--- src/rtl/vbp_map.svh ---
`ifndef VBP_MAP_SVH
`define VBP_MAP_SVH

// register word offsets (byte addresses)
`define VTB_OFFSET          12'h000
`define IRC_OFFSET          12'h004

// vector_table_base layout
`define VTB_BASE_LSB        7
`define VTB_BASE_RESET      25'h0000000

// interrupt_reset_control layout
`define IRC_KEY_LSB         16
`define IRC_KEY_WRITE       16'h05fa
`define IRC_KEY_READ        16'hfa05
`define IRC_ENDIAN_BIT      15
`define IRC_BOOST_BIT       14
`define IRC_FAULT_NS_BIT    13
`define IRC_SPLIT_LSB       8
`define IRC_SEC_ONLY_BIT    3
`define IRC_RESET_REQ_BIT   2
`define IRC_CLR_ACTIVE_BIT  1
`define IRC_ENDIAN_VALUE    1'h0
`define IRC_BOOST_RESET     1'h0
`define IRC_FAULT_NS_RESET  1'h0
`define IRC_SEC_ONLY_RESET  1'h0
`define IRC_SPLIT_RESET     3'h0

// bus answers
`define AXI_RESP_OKAY       2'h0
`define AXI_RESP_SLVERR     2'h2

`endif

--- src/rtl/vbp_pkg.sv ---
package vbp_pkg;

   typedef struct packed {
      logic       secure_priority_boost;
      logic       fault_nmi_nonsecure_enable;
      logic       reset_request_secure_only;
      logic [2:0] priority_split_point_secure;
      logic [2:0] priority_split_point_nonsecure;
   } irc_state_type;

   typedef struct packed {
      logic [31:0] data;
      logic [3:0]  strb;
   } wdata_type;

   typedef enum logic [1:0] {
      WR_IDLE = 2'b01,
      WR_RESP = 2'b10
   } write_state_type;

   typedef enum logic [1:0] {
      RD_IDLE = 2'b01,
      RD_DATA = 2'b10
   } read_state_type;

endpackage : vbp_pkg

--- src/rtl/group_priority_compare.sv ---
`timescale 1ns/1ps
`default_nettype none

module group_priority_compare (
   // clock and reset
   input  wire logic       clock,
   input  wire logic       reset,
   // priorities to compare and the group mask in force
   input  wire logic [7:0] pending_priority,
   input  wire logic [7:0] active_priority,
   input  wire logic [7:0] group_mask,
   // pending one pre-empts the active one
   output logic            preempt
);
   import vbp_pkg::*;

   logic next_preempt;

   always_comb begin
      // lower group value wins; subpriority is masked out
      next_preempt = (pending_priority & group_mask) <
                     (active_priority & group_mask);
   end

   always_ff @(posedge clock) begin
      if (reset) begin
         preempt <= 1'b0;
      end else begin
         preempt <= next_preempt;
      end
   end

endmodule : group_priority_compare

`default_nettype wire

--- src/rtl/split_mask.sv ---
`timescale 1ns/1ps
`default_nettype none

// group bit mask for a priority split point, unimplemented bits cleared
module split_mask #(
   parameter int PRIO_BITS = 8
) (
   // split point
   input  wire logic [2:0] split,
   // group priority bits of an 8-bit priority
   output logic [7:0]      group_mask
);
   import vbp_pkg::*;

   genvar i;
   generate
      for (i = 0; i < 8; i++) begin : g_bit
         // low bits absent from the implementation never count
         assign group_mask[i] = (4'(i) > {1'b0, split}) &&
                                (i >= 8 - PRIO_BITS);
      end
   endgenerate

endmodule : split_mask

`default_nettype wire

--- src/rtl/vector_base_and_priority_ctrl.sv ---
// Implementation choices: the register offsets and the AXI4-Lite register port.
`timescale 1ns/1ps
`default_nettype none
`include "vbp_map.svh"

module vector_base_and_priority_ctrl #(
   parameter int ADDR_WIDTH    = 12,
   parameter bit SECURITY_EXT  = 1'b1,
   parameter int PRIO_BITS     = 8
) (
   // clock and resets
   input  wire logic                  clock,
   input  wire logic                  reset,
   input  wire logic                  warm_reset,
   // axi4-lite write address
   input  wire logic                  awvalid,
   output logic                       awready,
   input  wire logic [ADDR_WIDTH-1:0] awaddr,
   input  wire logic [2:0]            awprot,
   // axi4-lite write data
   input  wire logic                  wvalid,
   output logic                       wready,
   input  wire logic [31:0]           wdata,
   input  wire logic [3:0]            wstrb,
   // axi4-lite write response
   output logic                       bvalid,
   input  wire logic                  bready,
   output logic [1:0]                 bresp,
   // axi4-lite read address
   input  wire logic                  arvalid,
   output logic                       arready,
   input  wire logic [ADDR_WIDTH-1:0] araddr,
   input  wire logic [2:0]            arprot,
   // axi4-lite read data
   output logic                       rvalid,
   input  wire logic                  rready,
   output logic [31:0]                rdata,
   output logic [1:0]                 rresp,
   // configuration toward the core
   output logic [31:0]                vector_table_base,
   output vbp_pkg::irc_state_type     control_state,
   output logic                       system_reset_request,
   // pre-emption check
   input  wire logic [7:0]            pending_priority,
   input  wire logic [7:0]            active_priority,
   input  wire logic                  compare_nonsecure,
   output logic                       preempt
);
   import vbp_pkg::*;

   // write channel state
   write_state_type         write_state;
   write_state_type         next_write_state;
   logic                    aw_held;
   logic                    next_aw_held;
   logic [ADDR_WIDTH-1:0]   aw_addr;
   logic [ADDR_WIDTH-1:0]   next_aw_addr;
   logic                    aw_nonsecure;
   logic                    next_aw_nonsecure;
   logic                    w_held;
   logic                    next_w_held;
   wdata_type               w_word;
   wdata_type               next_w_word;
   logic [1:0]              next_bresp;
   logic                    write_fire;

   // read channel state
   read_state_type          read_state;
   read_state_type          next_read_state;
   logic [31:0]             next_rdata;
   logic [1:0]              next_rresp;

   // register state
   logic [24:0]             table_base_offset;
   logic [24:0]             next_table_base_offset;
   irc_state_type           irc;
   irc_state_type           next_irc;
   logic                    next_reset_request;

   // write decode and pre-emption group masks
   logic                    hit_vtb;
   logic                    hit_irc;
   logic                    key_ok;
   logic                    secure_write;
   logic [7:0]              mask_secure;
   logic [7:0]              mask_nonsecure;

   // ---------------- write channel ----------------
   assign awready    = (write_state == WR_IDLE) && !aw_held;
   assign wready     = (write_state == WR_IDLE) && !w_held;
   assign bvalid     = (write_state == WR_RESP);
   assign write_fire = (write_state == WR_IDLE) && aw_held && w_held;

   always_comb begin
      next_write_state  = write_state;
      next_aw_held      = aw_held;
      next_aw_addr      = aw_addr;
      next_aw_nonsecure = aw_nonsecure;
      next_w_held       = w_held;
      next_w_word       = w_word;
      next_bresp        = bresp;
      case (write_state)
         WR_IDLE: begin
            // address and data may arrive in either order
            if (awvalid && awready) begin
               next_aw_held      = 1'b1;
               next_aw_addr      = awaddr;
               next_aw_nonsecure = awprot[1];
            end
            if (wvalid && wready) begin
               next_w_held = 1'b1;
               next_w_word = '{data: wdata, strb: wstrb};
            end
            if (write_fire) begin
               next_aw_held     = 1'b0;
               next_w_held      = 1'b0;
               next_bresp       = (hit_vtb || hit_irc) ?
                                  `AXI_RESP_OKAY : `AXI_RESP_SLVERR;
               next_write_state = WR_RESP;
            end
         end
         WR_RESP: begin
            if (bready) begin
               next_write_state = WR_IDLE;
            end
         end
         default: begin
            next_write_state = WR_IDLE;
         end
      endcase
   end

   always_ff @(posedge clock) begin
      if (reset) begin
         write_state  <= WR_IDLE;
         aw_held      <= 1'b0;
         aw_addr      <= '0;
         aw_nonsecure <= 1'b0;
         w_held       <= 1'b0;
         w_word       <= '0;
         bresp        <= `AXI_RESP_OKAY;
      end else begin
         write_state  <= next_write_state;
         aw_held      <= next_aw_held;
         aw_addr      <= next_aw_addr;
         aw_nonsecure <= next_aw_nonsecure;
         w_held       <= next_w_held;
         w_word       <= next_w_word;
         bresp        <= next_bresp;
      end
   end

   // ---------------- register writes ----------------
   always_comb begin
      hit_vtb = 1'b0;
      hit_irc = 1'b0;
      if (aw_addr == ADDR_WIDTH'(`VTB_OFFSET)) begin
         hit_vtb = 1'b1;
      end else if (aw_addr == ADDR_WIDTH'(`IRC_OFFSET)) begin
         hit_irc = 1'b1;
      end
   end

   // key must arrive whole in the upper halfword
   assign key_ok = (w_word.strb[3:2] == 2'b11) &&
                   (w_word.data[31:`IRC_KEY_LSB] == `IRC_KEY_WRITE);
   assign secure_write = SECURITY_EXT && !aw_nonsecure;

   always_comb begin
      next_table_base_offset = table_base_offset;
      next_irc               = irc;
      next_reset_request     = 1'b0;
      if (write_fire && hit_vtb) begin
         // one copy, whatever the security of the access
         for (int b = 0; b < 4; b++) begin
            if (w_word.strb[b]) begin
               for (int i = 0; i < 8; i++) begin
                  if (b * 8 + i >= `VTB_BASE_LSB) begin
                     next_table_base_offset[b * 8 + i - `VTB_BASE_LSB] =
                        w_word.data[b * 8 + i];
                  end
               end
            end
         end
      end
      if (write_fire && hit_irc && key_ok) begin
         if (w_word.strb[1]) begin
            if (secure_write) begin
               next_irc.secure_priority_boost =
                  w_word.data[`IRC_BOOST_BIT];
               next_irc.fault_nmi_nonsecure_enable =
                  w_word.data[`IRC_FAULT_NS_BIT];
            end
            // split point is banked per security state
            if (aw_nonsecure) begin
               next_irc.priority_split_point_nonsecure =
                  w_word.data[`IRC_SPLIT_LSB +: 3];
            end else begin
               next_irc.priority_split_point_secure =
                  w_word.data[`IRC_SPLIT_LSB +: 3];
            end
         end
         if (w_word.strb[0]) begin
            if (secure_write) begin
               next_irc.reset_request_secure_only =
                  w_word.data[`IRC_SEC_ONLY_BIT];
            end
            // request only with the security extension, when the reset bit is open to this state
            next_reset_request = SECURITY_EXT &&
               w_word.data[`IRC_RESET_REQ_BIT] &&
               (!aw_nonsecure || !irc.reset_request_secure_only);
         end
      end
   end

   always_ff @(posedge clock) begin
      if (reset || warm_reset) begin
         table_base_offset    <= `VTB_BASE_RESET;
         irc.secure_priority_boost          <= `IRC_BOOST_RESET;
         irc.fault_nmi_nonsecure_enable     <= `IRC_FAULT_NS_RESET;
         irc.reset_request_secure_only      <= `IRC_SEC_ONLY_RESET;
         irc.priority_split_point_secure    <= `IRC_SPLIT_RESET;
         irc.priority_split_point_nonsecure <= `IRC_SPLIT_RESET;
         system_reset_request <= 1'b0;
      end else begin
         table_base_offset    <= next_table_base_offset;
         irc                  <= next_irc;
         system_reset_request <= next_reset_request;
      end
   end

   assign vector_table_base = {table_base_offset, 7'h00};
   assign control_state     = irc;

   // ---------------- read channel ----------------
   assign arready = (read_state == RD_IDLE);
   assign rvalid  = (read_state == RD_DATA);

   always_comb begin
      next_read_state = read_state;
      next_rdata      = rdata;
      next_rresp      = rresp;
      case (read_state)
         RD_IDLE: begin
            if (arvalid) begin
               next_read_state = RD_DATA;
               next_rdata      = 32'h00000000;
               next_rresp      = `AXI_RESP_OKAY;
               if (araddr == ADDR_WIDTH'(`VTB_OFFSET)) begin
                  next_rdata = {table_base_offset, 7'h00};
               end else if (araddr == ADDR_WIDTH'(`IRC_OFFSET)) begin
                  next_rdata[31:`IRC_KEY_LSB] = `IRC_KEY_READ;
                  next_rdata[`IRC_ENDIAN_BIT] = `IRC_ENDIAN_VALUE;
                  if (SECURITY_EXT && !arprot[1]) begin
                     next_rdata[`IRC_BOOST_BIT] =
                        irc.secure_priority_boost;
                     next_rdata[`IRC_SEC_ONLY_BIT] =
                        irc.reset_request_secure_only;
                  end
                  if (SECURITY_EXT) begin
                     next_rdata[`IRC_FAULT_NS_BIT] =
                        irc.fault_nmi_nonsecure_enable;
                  end
                  next_rdata[`IRC_SPLIT_LSB +: 3] = arprot[1] ?
                     irc.priority_split_point_nonsecure :
                     irc.priority_split_point_secure;
                  // reset request and clear-active always read zero
                  next_rdata[`IRC_RESET_REQ_BIT]  = 1'b0;
                  next_rdata[`IRC_CLR_ACTIVE_BIT] = 1'b0;
               end else begin
                  next_rresp = `AXI_RESP_SLVERR;
               end
            end
         end
         RD_DATA: begin
            if (rready) begin
               next_read_state = RD_IDLE;
            end
         end
         default: begin
            next_read_state = RD_IDLE;
         end
      endcase
   end

   always_ff @(posedge clock) begin
      if (reset) begin
         read_state <= RD_IDLE;
         rdata      <= 32'h00000000;
         rresp      <= `AXI_RESP_OKAY;
      end else begin
         read_state <= next_read_state;
         rdata      <= next_rdata;
         rresp      <= next_rresp;
      end
   end

   // ---------------- pre-emption ----------------
   split_mask #(
      .PRIO_BITS (PRIO_BITS)
   ) u_mask_secure (
      .split      (irc.priority_split_point_secure),
      .group_mask (mask_secure)
   );

   split_mask #(
      .PRIO_BITS (PRIO_BITS)
   ) u_mask_nonsecure (
      .split      (irc.priority_split_point_nonsecure),
      .group_mask (mask_nonsecure)
   );

   group_priority_compare u_compare (
      .clock            (clock),
      .reset            (reset),
      .pending_priority (pending_priority),
      .active_priority  (active_priority),
      .group_mask       (compare_nonsecure ? mask_nonsecure
                                           : mask_secure),
      .preempt          (preempt)
   );

endmodule : vector_base_and_priority_ctrl

`default_nettype wire
--- config.mk ---
export PLATFORM = sky130hd
export DESIGN_NAME = vector_base_and_priority_ctrl
export DESIGN_NICKNAME = d
export VERILOG_FILES = /design/src/rtl/vbp_pkg.sv /design/src/rtl/group_priority_compare.sv /design/src/rtl/split_mask.sv /design/src/rtl/vector_base_and_priority_ctrl.sv
export VERILOG_INCLUDE_DIRS = /design/src /design/src/rtl
export SDC_FILE = /design/constraint.sdc
export NUM_CORES = 1
export LEC_CHECK = 0
export BUFFER_PORTS_ARGS = -buffer_cell sky130_fd_sc_hd__buf_4
export CORE_MARGIN = 2
export CORE_UTILIZATION = 45
export DETAILED_ROUTE_END_ITERATION = 8
export PLACE_DENSITY = 0.72
export RECOVER_POWER = 50
export SYNTH_ARGS = -nofsm -noshare
export SYNTH_HDL_FRONTEND = slang
export SYNTH_SLANG_ARGS = --single-unit
--- constraint.sdc ---
create_clock -name clock -period 2.2 [get_ports clock]
set_input_delay 0.11 -clock clock [delete_from_list [all_inputs] [get_ports clock]]
set_output_delay 0.11 -clock clock [all_outputs]
set_load 0.005 [all_outputs]
* Yosys cells after proc, flatten, opt, wreduce, memory -nomap -nowiden
Index checks and enable logic that the tools add are counted.
W data, S select, Z words.
** Word-level totals
- Flip-flop bits (word level) :: 126
- Bits of input ports :: 91
- Output and inout port bits :: 84
- Logic and storage cells :: 120
** Cells by class
- Order comparisons :: 15
- Equal/unequal tests :: 12
- Multiplexer cells :: 28
- Bitwise logic cells :: 5
- Reductions and logical operators :: 38
** Operators with widths (number)
- $mux W19 :: 2
- $eq A12 B3 Y1 const B :: 2
- $gt A3 B3 Y1 const A :: 8
- $logic_not A12 Y1 :: 2
- $reduce_and A2 Y1 :: 12
- $and A8 B8 Y8 :: 2
- $eq A16 B11 Y1 const B :: 1
- $mux W2 :: 8
- $mux W3 :: 5
- $gt A2 B3 Y1 const A :: 4
- $logic_and A1 B1 Y1 :: 11
- $mux W1 :: 9
- $reduce_and A3 Y1 :: 3
- $lt A8 B8 Y1 :: 1
- $mux W8 :: 1
- $pmux W2 S2 :: 2
- $eq A2 B2 Y1 const B :: 3
- $gt A1 B3 Y1 const A :: 2
- $eq A2 B1 Y1 const B :: 2
- $logic_not A1 Y1 :: 4
- $mux W4 :: 1
- $ne A2 B1 Y1 const B :: 2
- $ne A2 B2 Y1 const B :: 2
- $reduce_bool A2 Y1 :: 2
- 3 further kinds :: 7

* Longest topological paths before layout
Gate-level depths: netlist of run 1.
- Depth in word-level cells :: 7
- Mapped depth :: 9
- Gate-level depth less buffers :: 8

* By module
A second synthesis of run 1 with hierarchy kept.
** Second synthesis, totals
- Cell total of the unflattened synthesis :: 601
- Area total of the unflattened synthesis :: 4963.5 um^2
** By module, submodules not included
- vector_base_and_priority_ctrl :: instances 1, cells each 550, area an instance 4636.9 um^2, seq. area each 2262.2 um^2
- group_priority_compare :: instances 1, cells each 33, area an instance 241.5 um^2, seq. area each 20.0 um^2
- split_mask :: instances 2, cells each 9, area an instance 42.5 um^2, seq. area each 0.0 um^2

* Worst setup path before layout of run 1
Ideal clock, no wire load.
- Kind :: register to register
- Start point :: reg irc (netlist bit control_state[1])
- End point :: reg u_compare.preempt
- Setup time :: 0.081 ns
- Arrival :: 2.030 ns
- Data required time :: 2.119 ns
- Slack :: 0.090 ns
- Stages on the path, launching flop included :: 9
- Path buffers :: 1
- Clock period less this slack :: 2.110 ns
- Cells stage by stage :: dfxtp_1 clkbuf_1 a21oi_1 a21o_1 and2_1 ha_1 a211o_1 a311o_1 a41oi_1
** On the way
- Cells in the longest elaborated chain, start to end :: 4
- Elaborated cells on any way between the ends :: 11
- Those cells by class :: order compare: 8; mux: 1; bitwise: 2
** RTL lines
- start, declared :: line vector_base_and_priority_ctrl.sv:76 : irc_state_type irc;
- start signal, assigned :: line vector_base_and_priority_ctrl.sv:227 : irc <= next_irc;
- $gt A1 B3 Y1 (tied with other cells) :: line split_mask.sv:19 : assign group_mask[i] = (4'(i) > {1'b0, split}) &&
- $mux W8 * :: line vector_base_and_priority_ctrl.sv:318 : .group_mask (compare_nonsecure ? mask_nonsecure
- $and A8 B8 Y8 (on tied branches) :: line group_priority_compare.sv:21, group_priority_compare.sv:22
- $lt A8 B8 Y1 * :: line group_priority_compare.sv:21 : next_preempt = (pending_priority & group_mask) <
- end signal, assigned :: line group_priority_compare.sv:29 : preempt <= next_preempt;
- end, declared :: line group_priority_compare.sv:13 : output logic preempt
Mark *: on every way between the ends. The rest lies on a longest branch, timed or not.
A chain may end at the register's enable or synchronous reset.

* Worst setup path after layout of run 1
- Start point :: reg irc (netlist bit control_state[0])
- End point :: reg u_compare.preempt
The elaborated chain is that of the path after synthesis.

==> results of run 1 <==
repair_timing:
item,4_1_cts,5_1_grt
setup endpoints to repair,0,14
endpoints found under the hold margin,59,0
resized for setup,0,4
hold buffers,71,0
kinds of logic after synthesis:
logic type,synth area share (%)
compound gates,12.65
buf+inv,6.259
other cells,0.07657
fa+ha+maj,1.533
mux,7.793
simple gates,25.09
flops,46.60
worst max-delay path, delay by kind of cell (launching register included):
kind / cells / cell delay, ns
buffers and inverters: 1 / 0.27
AO/OA/AOI/OAI: 5 / 1.13
flip-flops: 1 / 0.33
adder cells (fa/ha/maj): 1 / 0.22
through the flow:
| step | util (%) | hold slack, ns |
|---|---|---|
| 2_1_floorplan | - | 0.2460 |
| 3_3_place_gp | 56.52 | 0.3591 |
| 3_5_place_dp | 56.52 | 0.3653 |
| 4_1_cts | 69.05 | 0.005630 |
| 5_1_grt | 68.74 | 0.02532 |
| 6_report | 68.74 | 0.02507 |
flip-flops by register name, indices dropped and copies added (netlist names):
register / count
control_state: 9
bresp: 1
aw_nonsecure: 1
rdata: 26
aw_addr: 12
read_state: 2
w_held: 1
w_word: 31
write_state: 2
table_base_offset: 25
u_compare.preempt: 1
rresp: 1
aw_held: 1
system_reset_request: 1
final cells by class:
type,count,area (sq um)
fillers,841,3359
multi-input cells,429,2382
flip-flops and latches,114,2282
repair buffers,233,1892
clock buffers,20,455.4
clock inverters,12,180.2
well taps,140,175.2
inverters,5,18.77
how the worst max path moves through the flow:
stage / from / end / cells past startpoint
floorplan: control_state[1]$_SDFFE_PP0P_ / u_compare.preempt$_SDFF_PP0_ / 8
global placement: control_state[1]$_SDFFE_PP0P_ / u_compare.preempt$_SDFF_PP0_ / 7
detailed placement: control_state[4]$_SDFFE_PP0P_ / u_compare.preempt$_SDFF_PP0_ / 7
CTS: write_state[0]$_SDFFE_PP1P_ / w_word[35]$_SDFFE_PP0P_ / 6
global route: control_state[0]$_SDFFE_PP0P_ / u_compare.preempt$_SDFF_PP0_ / 7
finish: control_state[0]$_SDFFE_PP0P_ / u_compare.preempt$_SDFF_PP0_ / 7
report_power, final:
part	switching [mW]	total [mW]	internal, mW
combinational	0.284	0.578	0.294
sequential	0.0473	2.18	2.13
clock	0.953	2.88	1.93
total	1.28	5.64	4.36
Yosys cell counts, drive strengths merged, types with 5 or more instances:
| library cell | count |
|---|---|
| a21oi | 75 |
| and2 | 9 |
| buf | 25 |
| clkbuf | 31 |
| dfxtp | 114 |
| ha | 6 |
| inv | 5 |
| mux2i | 37 |
| nand2 | 188 |
| nand3 | 18 |
| nand4 | 5 |
| nor2 | 9 |
| nor2b | 6 |
| nor3 | 5 |
| nor4 | 5 |
| o211ai | 10 |
routing by layer:
layer  track usage [%]  share of wire [%]  vias up
li1                  -                  -     2402
met1             29.55                 42     2288
met2             43.08                 50      156
met3             6.028                5.1       32
met4             10.44                2.6        0
met5                 0                  0        -
==> impl_metrics.yaml, run 1 <==
finish:
  layoutNonFillerInstCount: 953
  num-nets-final: 897
  layout_common_cells: "187 x sky130_fd_sc_hd__nand2_1, 114 x sky130_fd_sc_hd__dfxtp_1, 98 x sky130_fd_sc_hd__buf_4, 75 x sky130_fd_sc_hd__a21oi_1, 71 x sky130_fd_sc_hd__dlygate4sd3_1"
  mostFrequentLayoutCell: "sky130_fd_sc_hd__nand2_1"
  antenna-diode-count: 0
  layout-drive-gt1-share_pct: 24.48
  area.growth.synth_to_final_pct: 50.82
  final_design_area_no_fill_sq_um: 7386
critical_path:
  critPathMaxStageDelay_ns: 0.34
  cp_data_required_time_ns: 2.63
  critPathMaxFanout: 6
  crit-reg2reg-launch: "control_state[0]$_SDFFE_PP0P_"
  rr_endpoint: "u_compare.preempt$_SDFF_PP0_"
  start_kind: "flip-flop"
  critical_path.slowest_cell: "sky130_fd_sc_hd__a311o_1"
  crit_type: "flip-flop to flip-flop"
  worstSetupEndpointType: "flip-flop"
  arrival_ns: 2.45
  crit_path_cells: "clkbuf_1 > o211ai_1 > o211a_1 > ha_1 > a211o_1 > a311o_1 > a41oi_1"
  reg2reg_setup_slack_ns: 0.18
  r2r.worst_path.cells: 7
power_and_ir_drop:
  power_density_over_the_cells_nw_per_um2: 763.9
  p_total_mw: 5.642
  leakage_nw: 3.203
  vdd_drop_max_uv: 579.7
timing:
  unrepaired_setup_endpoints_after_global_routing: "no"
  timing.max_slew.rel_slack_pct: 42.38
  max_freq_mhz: 495.3
  final.period_utilization_pct: 91.77
  totalNegativeSetupSlack_ns: 0
  worst_clock_skew_ns: 0.006849
  finalCriticalPeriod_ns: 2.019
  worstMarginPinSlew_ns: 0.8623
  finalHoldViolCount: 0
  layout_setup_ws_ns: 0.1810
  max_slew_vio_count: 0
  final_setup_vio_count: 0
yosys:
  ys_top_cells_by_area: "sky130_fd_sc_hd__dfxtp_1 47%, sky130_fd_sc_hd__nand2_1 14%, sky130_fd_sc_hd__a21oi_1 7.7%"
  synthesis.yosys.warnings: 0
  combined_area_of_all_synthesized_cells_sq_um: 4897
  synth_edf_count: 0
  yosys_register_bits: 114
  synth.distinct_cells: 52
  synth_largest_area_cell: "sky130_fd_sc_hd__dfxtp_1"
  async_flop_share_pct: 0
  synth_largest_type_area_fraction_pct: 46.60
  synth_seq_area_share_pct: 46.60
  synth-main-ff-cell: "sky130_fd_sc_hd__dfxtp_1"
  synthesis.instances: 590
  synthesis.area_per_instance_sq_um: 8.300
place:
  dpl_worst_slack_ns: 0.2358
  dp_hpwl_um: 9123
  gpl.final_weighted_congestion: 0.7887
  dpl-instance-area_sq_um: 6073
  numPlacedInstances: 850
  total_of_buffers_placed_on_input_and_output_ports: 148
clock_network:
  cts_post_setup_buffers_inserted: 0
  tritoncts: "built"
  clk_transition_reported_paths_ns: 0.06
  worst_skew_pair.late_latency_ns: 0.51
  cts_max_path_buffers: 2
  numClockSinks: 114
  clock-root-buffer: "sky130_fd_sc_hd__clkbuf_8"
  total_clock_buffers_created_by_cts: 17
  h_tree_depth_reported_by_cts: 4
detailed_routing:
  detailroute.via_count: 4878
  drt_pass1_iterations: 5
  wl_um: 14200
  detail_routed_net_length_per_standard_cell_um: 14.90
  drc: 0
  vias_per_cell: 5.119
  detail-route-antenna-nets: 0
  detailedRoute.firstIterationViolations: 273
floorplan:
  dieArea_sq_um: 11730
  dieWidth_um: 108.3
  ios: 175
  fp-row-count: 38
  die_h_um: 108.3
  placeableCoreArea_sq_um: 10750
  floorplan.initialDensity_pct: 45.58
worst_hold_path:
  min_path_type: "input port to flip-flop"
  timing.hold.worst.start: "reset"
  whs_path_depth: 2
  min_to: "aw_addr[2]$_SDFFE_PP0P_"
global_route:
  overflow: 0
  grt_pass1_wl_um: 22920
  first_global_vias: 4881
  largest_net_degree_at_the_start_of_global_routing: 51
  grt.total_usage_pct: 24.92
  antenna_found_initial: 0
outcome:
  outcome: "complete, no violations"
flow_run:
  drv.max_cap_violation_count: 0
(Power assumes the default switching activity.)
==> run 2: changes to the inputs <==
--- a/config.mk
+++ b/config.mk
@@ -14,4 +14,5 @@
 export RECOVER_POWER = 50
 export SYNTH_ARGS = -nofsm -noshare
 export SYNTH_HDL_FRONTEND = slang
+export SYNTH_HIERARCHICAL = 1
 export SYNTH_SLANG_ARGS = --single-unit
==> constraint.sdc (replaced) <==
create_clock -name clock -period 2.62 [get_ports clock]
set_input_delay 0.131 -clock clock [delete_from_list [all_inputs] [get_ports clock]]
set_output_delay 0.131 -clock clock [all_outputs]
set_load 0.005 [all_outputs]
==> run 2 against run 1 <==
Effect of this change: the flow now finishes with violations (max-capacitance violations, max-slew violations); setup slack better by 0.47 ns; first-iteration DRC count is 5.1% lower; clock-buffer cell count is 3 higher; routed wire length is 4.1% lower; final cell count is 1.7% lower; hold slack better by 0.073 ns; fmax is 2.3% higher; total power is 19% lower; area after synthesis is 1.4% higher; design area is 3.6% lower; sequential share of layout area is 1.1 points higher; sequential cell count stayed put; largest cell class unchanged.
==> impl_metrics.yaml, run 2 <==
finish:
  area.growth.synth_to_final_pct: 43.48
  multiInputGateArea_sq_um: 2444
  mostFrequentLayoutCell: "sky130_fd_sc_hd__nand2_1"
  fill_cells: 911
  num-nets-final: 882
  biggestRegsByFlops: "w_word (31), rdata (26), table_base_offset (25)"
  top_register: "w_word"
  layout_common_cells: "192 x sky130_fd_sc_hd__nand2_1, 114 x sky130_fd_sc_hd__dfxtp_1, 86 x sky130_fd_sc_hd__buf_4, 79 x sky130_fd_sc_hd__a21oi_1, 55 x sky130_fd_sc_hd__clkbuf_4"
  antenna-diode-count: 0
  largest_register_ffs: 31
  layoutNonFillerInstCount: 937
  area.sequential_sq_um: 2282
  layout-drive-gt1-share_pct: 24.09
timing:
  final_setup_vio_count: 0
  unrepaired_setup_endpoints_after_global_routing: "no"
  worst_clock_skew_ns: 0.007282
  final.period_utilization_pct: 75.32
  timing.max_slew.rel_slack_pct: -6.649
  finalHoldViolCount: 0
  max_slew_vio_count: 79
  finalCriticalPeriod_ns: 1.973
  totalNegativeSetupSlack_ns: 0
  worstMarginPinSlew_ns: 1.600
  max_freq_mhz: 506.8
floorplan:
  ios: 175
  placeableCoreArea_sq_um: 10790
  dieWidth_um: 109.0
  dieArea_sq_um: 11890
  floorplan.initialDensity_pct: 45.99
  die_h_um: 109.0
  fp-row-count: 38
clock_network:
  tritoncts: "built"
  cts_hold_buf: 49
  h_tree_depth_reported_by_cts: 4
  cts_max_path_buffers: 2
  total_clock_buffers_created_by_cts: 17
  cts_post_setup_buffers_inserted: 0
  clock-root-buffer: "sky130_fd_sc_hd__clkbuf_8"
  clk_transition_reported_paths_ns: 0.06
  worst_skew_pair.late_latency_ns: 0.51
  numClockSinks: 114
  post_cts_resized: 0
place:
  numPlacedInstances: 856
  total_of_buffers_placed_on_input_and_output_ports: 150
  dp_hpwl_um: 9086
  gpl.final_weighted_congestion: 0.8158
critical_path:
  cp_data_required_time_ns: 3.05
  rr_endpoint: "control_state[5]$_SDFFE_PP0P_"
  arrival_ns: 2.41
  critPathMaxFanout: 6
  worst-path-stages: 4
  critical_path_buf_inv_count: 0
  r2r.worst_path.cells: 4
  critPathMaxStageDelay_ns: 0.55
  crit_path_cells: "nor4_1 > and4b_1 > and4_1 > mux2i_1"
  cp_top_family: "simple AND/OR/NAND/NOR gates"
  crit-reg2reg-launch: "aw_addr[8]$_SDFFE_PP0P_"
  start_kind: "flip-flop"
  worstSetupEndpointType: "flip-flop"
  crit_path_end: "control_state[5]$_SDFFE_PP0P_"
  reg2reg_setup_slack_ns: 0.65
  crit_type: "flip-flop to flip-flop"
  critical_path.slowest_cell: "sky130_fd_sc_hd__nor4_1"
  startpoint: "aw_addr[8]$_SDFFE_PP0P_"
flow_run:
  drv.max_cap_violation_count: 1
detailed_routing:
  drt_pass1_iterations: 5
  vias_per_cell: 5.011
  detailroute.via_count: 4695
  drc: 0
  detail_routed_net_length_per_standard_cell_um: 14.54
  wl_um: 13620
  detail-route-antenna-nets: 0
  detailedRoute.firstIterationViolations: 259
power_and_ir_drop:
  power_density_over_the_cells_nw_per_um2: 640.9
  leakage_nw: 3.043
  vdd_drop_max_uv: 454.5
yosys:
  synth_largest_type_area_fraction_pct: 45.98
  combined_area_of_all_synthesized_cells_sq_um: 4964
  synth_edf_count: 0
  async_flop_share_pct: 0
  ys_top_cells_by_count: "192 x sky130_fd_sc_hd__nand2_1, 114 x sky130_fd_sc_hd__dfxtp_1, 79 x sky130_fd_sc_hd__a21oi_1, 36 x sky130_fd_sc_hd__mux2i_1, 30 x sky130_fd_sc_hd__clkbuf_1"
  synthesis.area_per_instance_sq_um: 8.259
  synth.distinct_cells: 45
  synth_largest_area_cell: "sky130_fd_sc_hd__dfxtp_1"
  ys_top_cells_by_area: "sky130_fd_sc_hd__dfxtp_1 46%, sky130_fd_sc_hd__nand2_1 15%, sky130_fd_sc_hd__a21oi_1 8.0%"
  yosys.cell_count.top_type: "sky130_fd_sc_hd__nand2_1"
  yosys_register_bits: 114
  synth_seq_area_share_pct: 45.98
  synthesis.instances: 601
  synthesis.yosys.warnings: 6
  synth-main-ff-cell: "sky130_fd_sc_hd__dfxtp_1"
outcome:
  outcome: "finished with violations"
  failing_checks: "max-capacitance violations, max-slew violations"
global_route:
  grt.busiest_layer: "met2"
  globalRouteMet1Util_pct: 28.90
  grt.total_usage_pct: 23.50
  antenna_found_initial: 0
  first_global_vias: 4483
  grt_pass1_wl_um: 21560
  largest_net_degree_at_the_start_of_global_routing: 79
  global_route_met3_usage_pct: 4.662
  grt_use_met2_pct: 39.66
  overflow: 0
worst_hold_path:
  timing.hold.worst.start: "araddr[2]"
  min_path_type: "input port to flip-flop"
run 2: changes by cell type in the layout (fill, tap and decap cells not counted), sizes merged, moves of 4 or more:
cell,before,now
dlygate4sd3,71,49
buf,100,87
clkbuf,82,91
mux2,1,9
a21oi,75,79
nand2,188,192
nand3,18,22
run 2: layout make-up:
type                       instances  share of cell area (%)
sequential                       114                   32.04
multi-input combinational        441                   34.31
clock buffer                      23                   6.553
clock inverter                     9                   1.810
inverter                           6                  0.3162
tap                              140                   2.460
timing repair buffer             204                   22.51
run 2: how the worst min path moves through the flow:
stage / end / slack [ns] / cells after the start
floorplan: aw_addr[0]$_SDFFE_PP0P_ / 0.27 / 2
global placement: aw_addr[7]$_SDFFE_PP0P_ / 0.38 / 3
detailed placement: w_word[23]$_SDFFE_PP0P_ / 0.39 / 3
CTS: rdata[29]$_SDFFE_PP0P_ / 0.08 / 3
global route: rdata[27]$_SDFFE_PP0P_ / 0.09 / 3
finish: rdata[29]$_SDFFE_PP0P_ / 0.1 / 3
run 2: layer usage:
layer / vias to the layer above / wire length (um)
li1: 2353 / -
met1: 2159 / 5796
met2: 163 / 6792
met3: 20 / 798
met4: 0 / 235
met5: - / 0
run 2: worst reg2reg max path, stage by stage (launching register included):
cell                      delay, ns
sky130_fd_sc_hd__dfxtp_1       0.31
sky130_fd_sc_hd__nor4_1        0.55
sky130_fd_sc_hd__and4b_1       0.40
sky130_fd_sc_hd__and4_1        0.42
sky130_fd_sc_hd__mux2i_1       0.22
run 2: cell families (layout without fill, tap and decap cells):
logic type	after synthesis	in the layout	synth area share [%]
AO/OA/AOI/OAI	101	101	11.14
adder cells (fa/ha/maj)	7	7	1.764
buffers and inverters	60	242	6.000
flip-flops	114	114	45.98
multiplexers	45	45	9.302
other	3	17	0.2269
AND/OR/NAND/NOR	271	271	25.59
run 2: report_power, final:
group	total, mW	switching [mW]	internal, mW	leakage [nW]
Sequential	1.83	0.0391	1.79	0.927
Combinational	0.448	0.229	0.218	1.83
Clock	2.28	0.764	1.52	0.288
run 2: through the flow:
step,utilization (%),instance area (sq um),setup WS [ns],hold WS [ns],power [mW]
2_1_floorplan,-,5016,0.9141,0.2670,2.102
3_3_place_gp,56.40,6087,0.7115,0.3784,2.237
3_5_place_dp,56.40,6087,0.6627,0.3899,2.249
4_1_cts,66.46,7173,0.6574,0.08064,4.584
5_1_grt,65.99,7122,0.4862,0.08867,4.746
6_report,65.99,7122,0.6467,0.09815,4.564
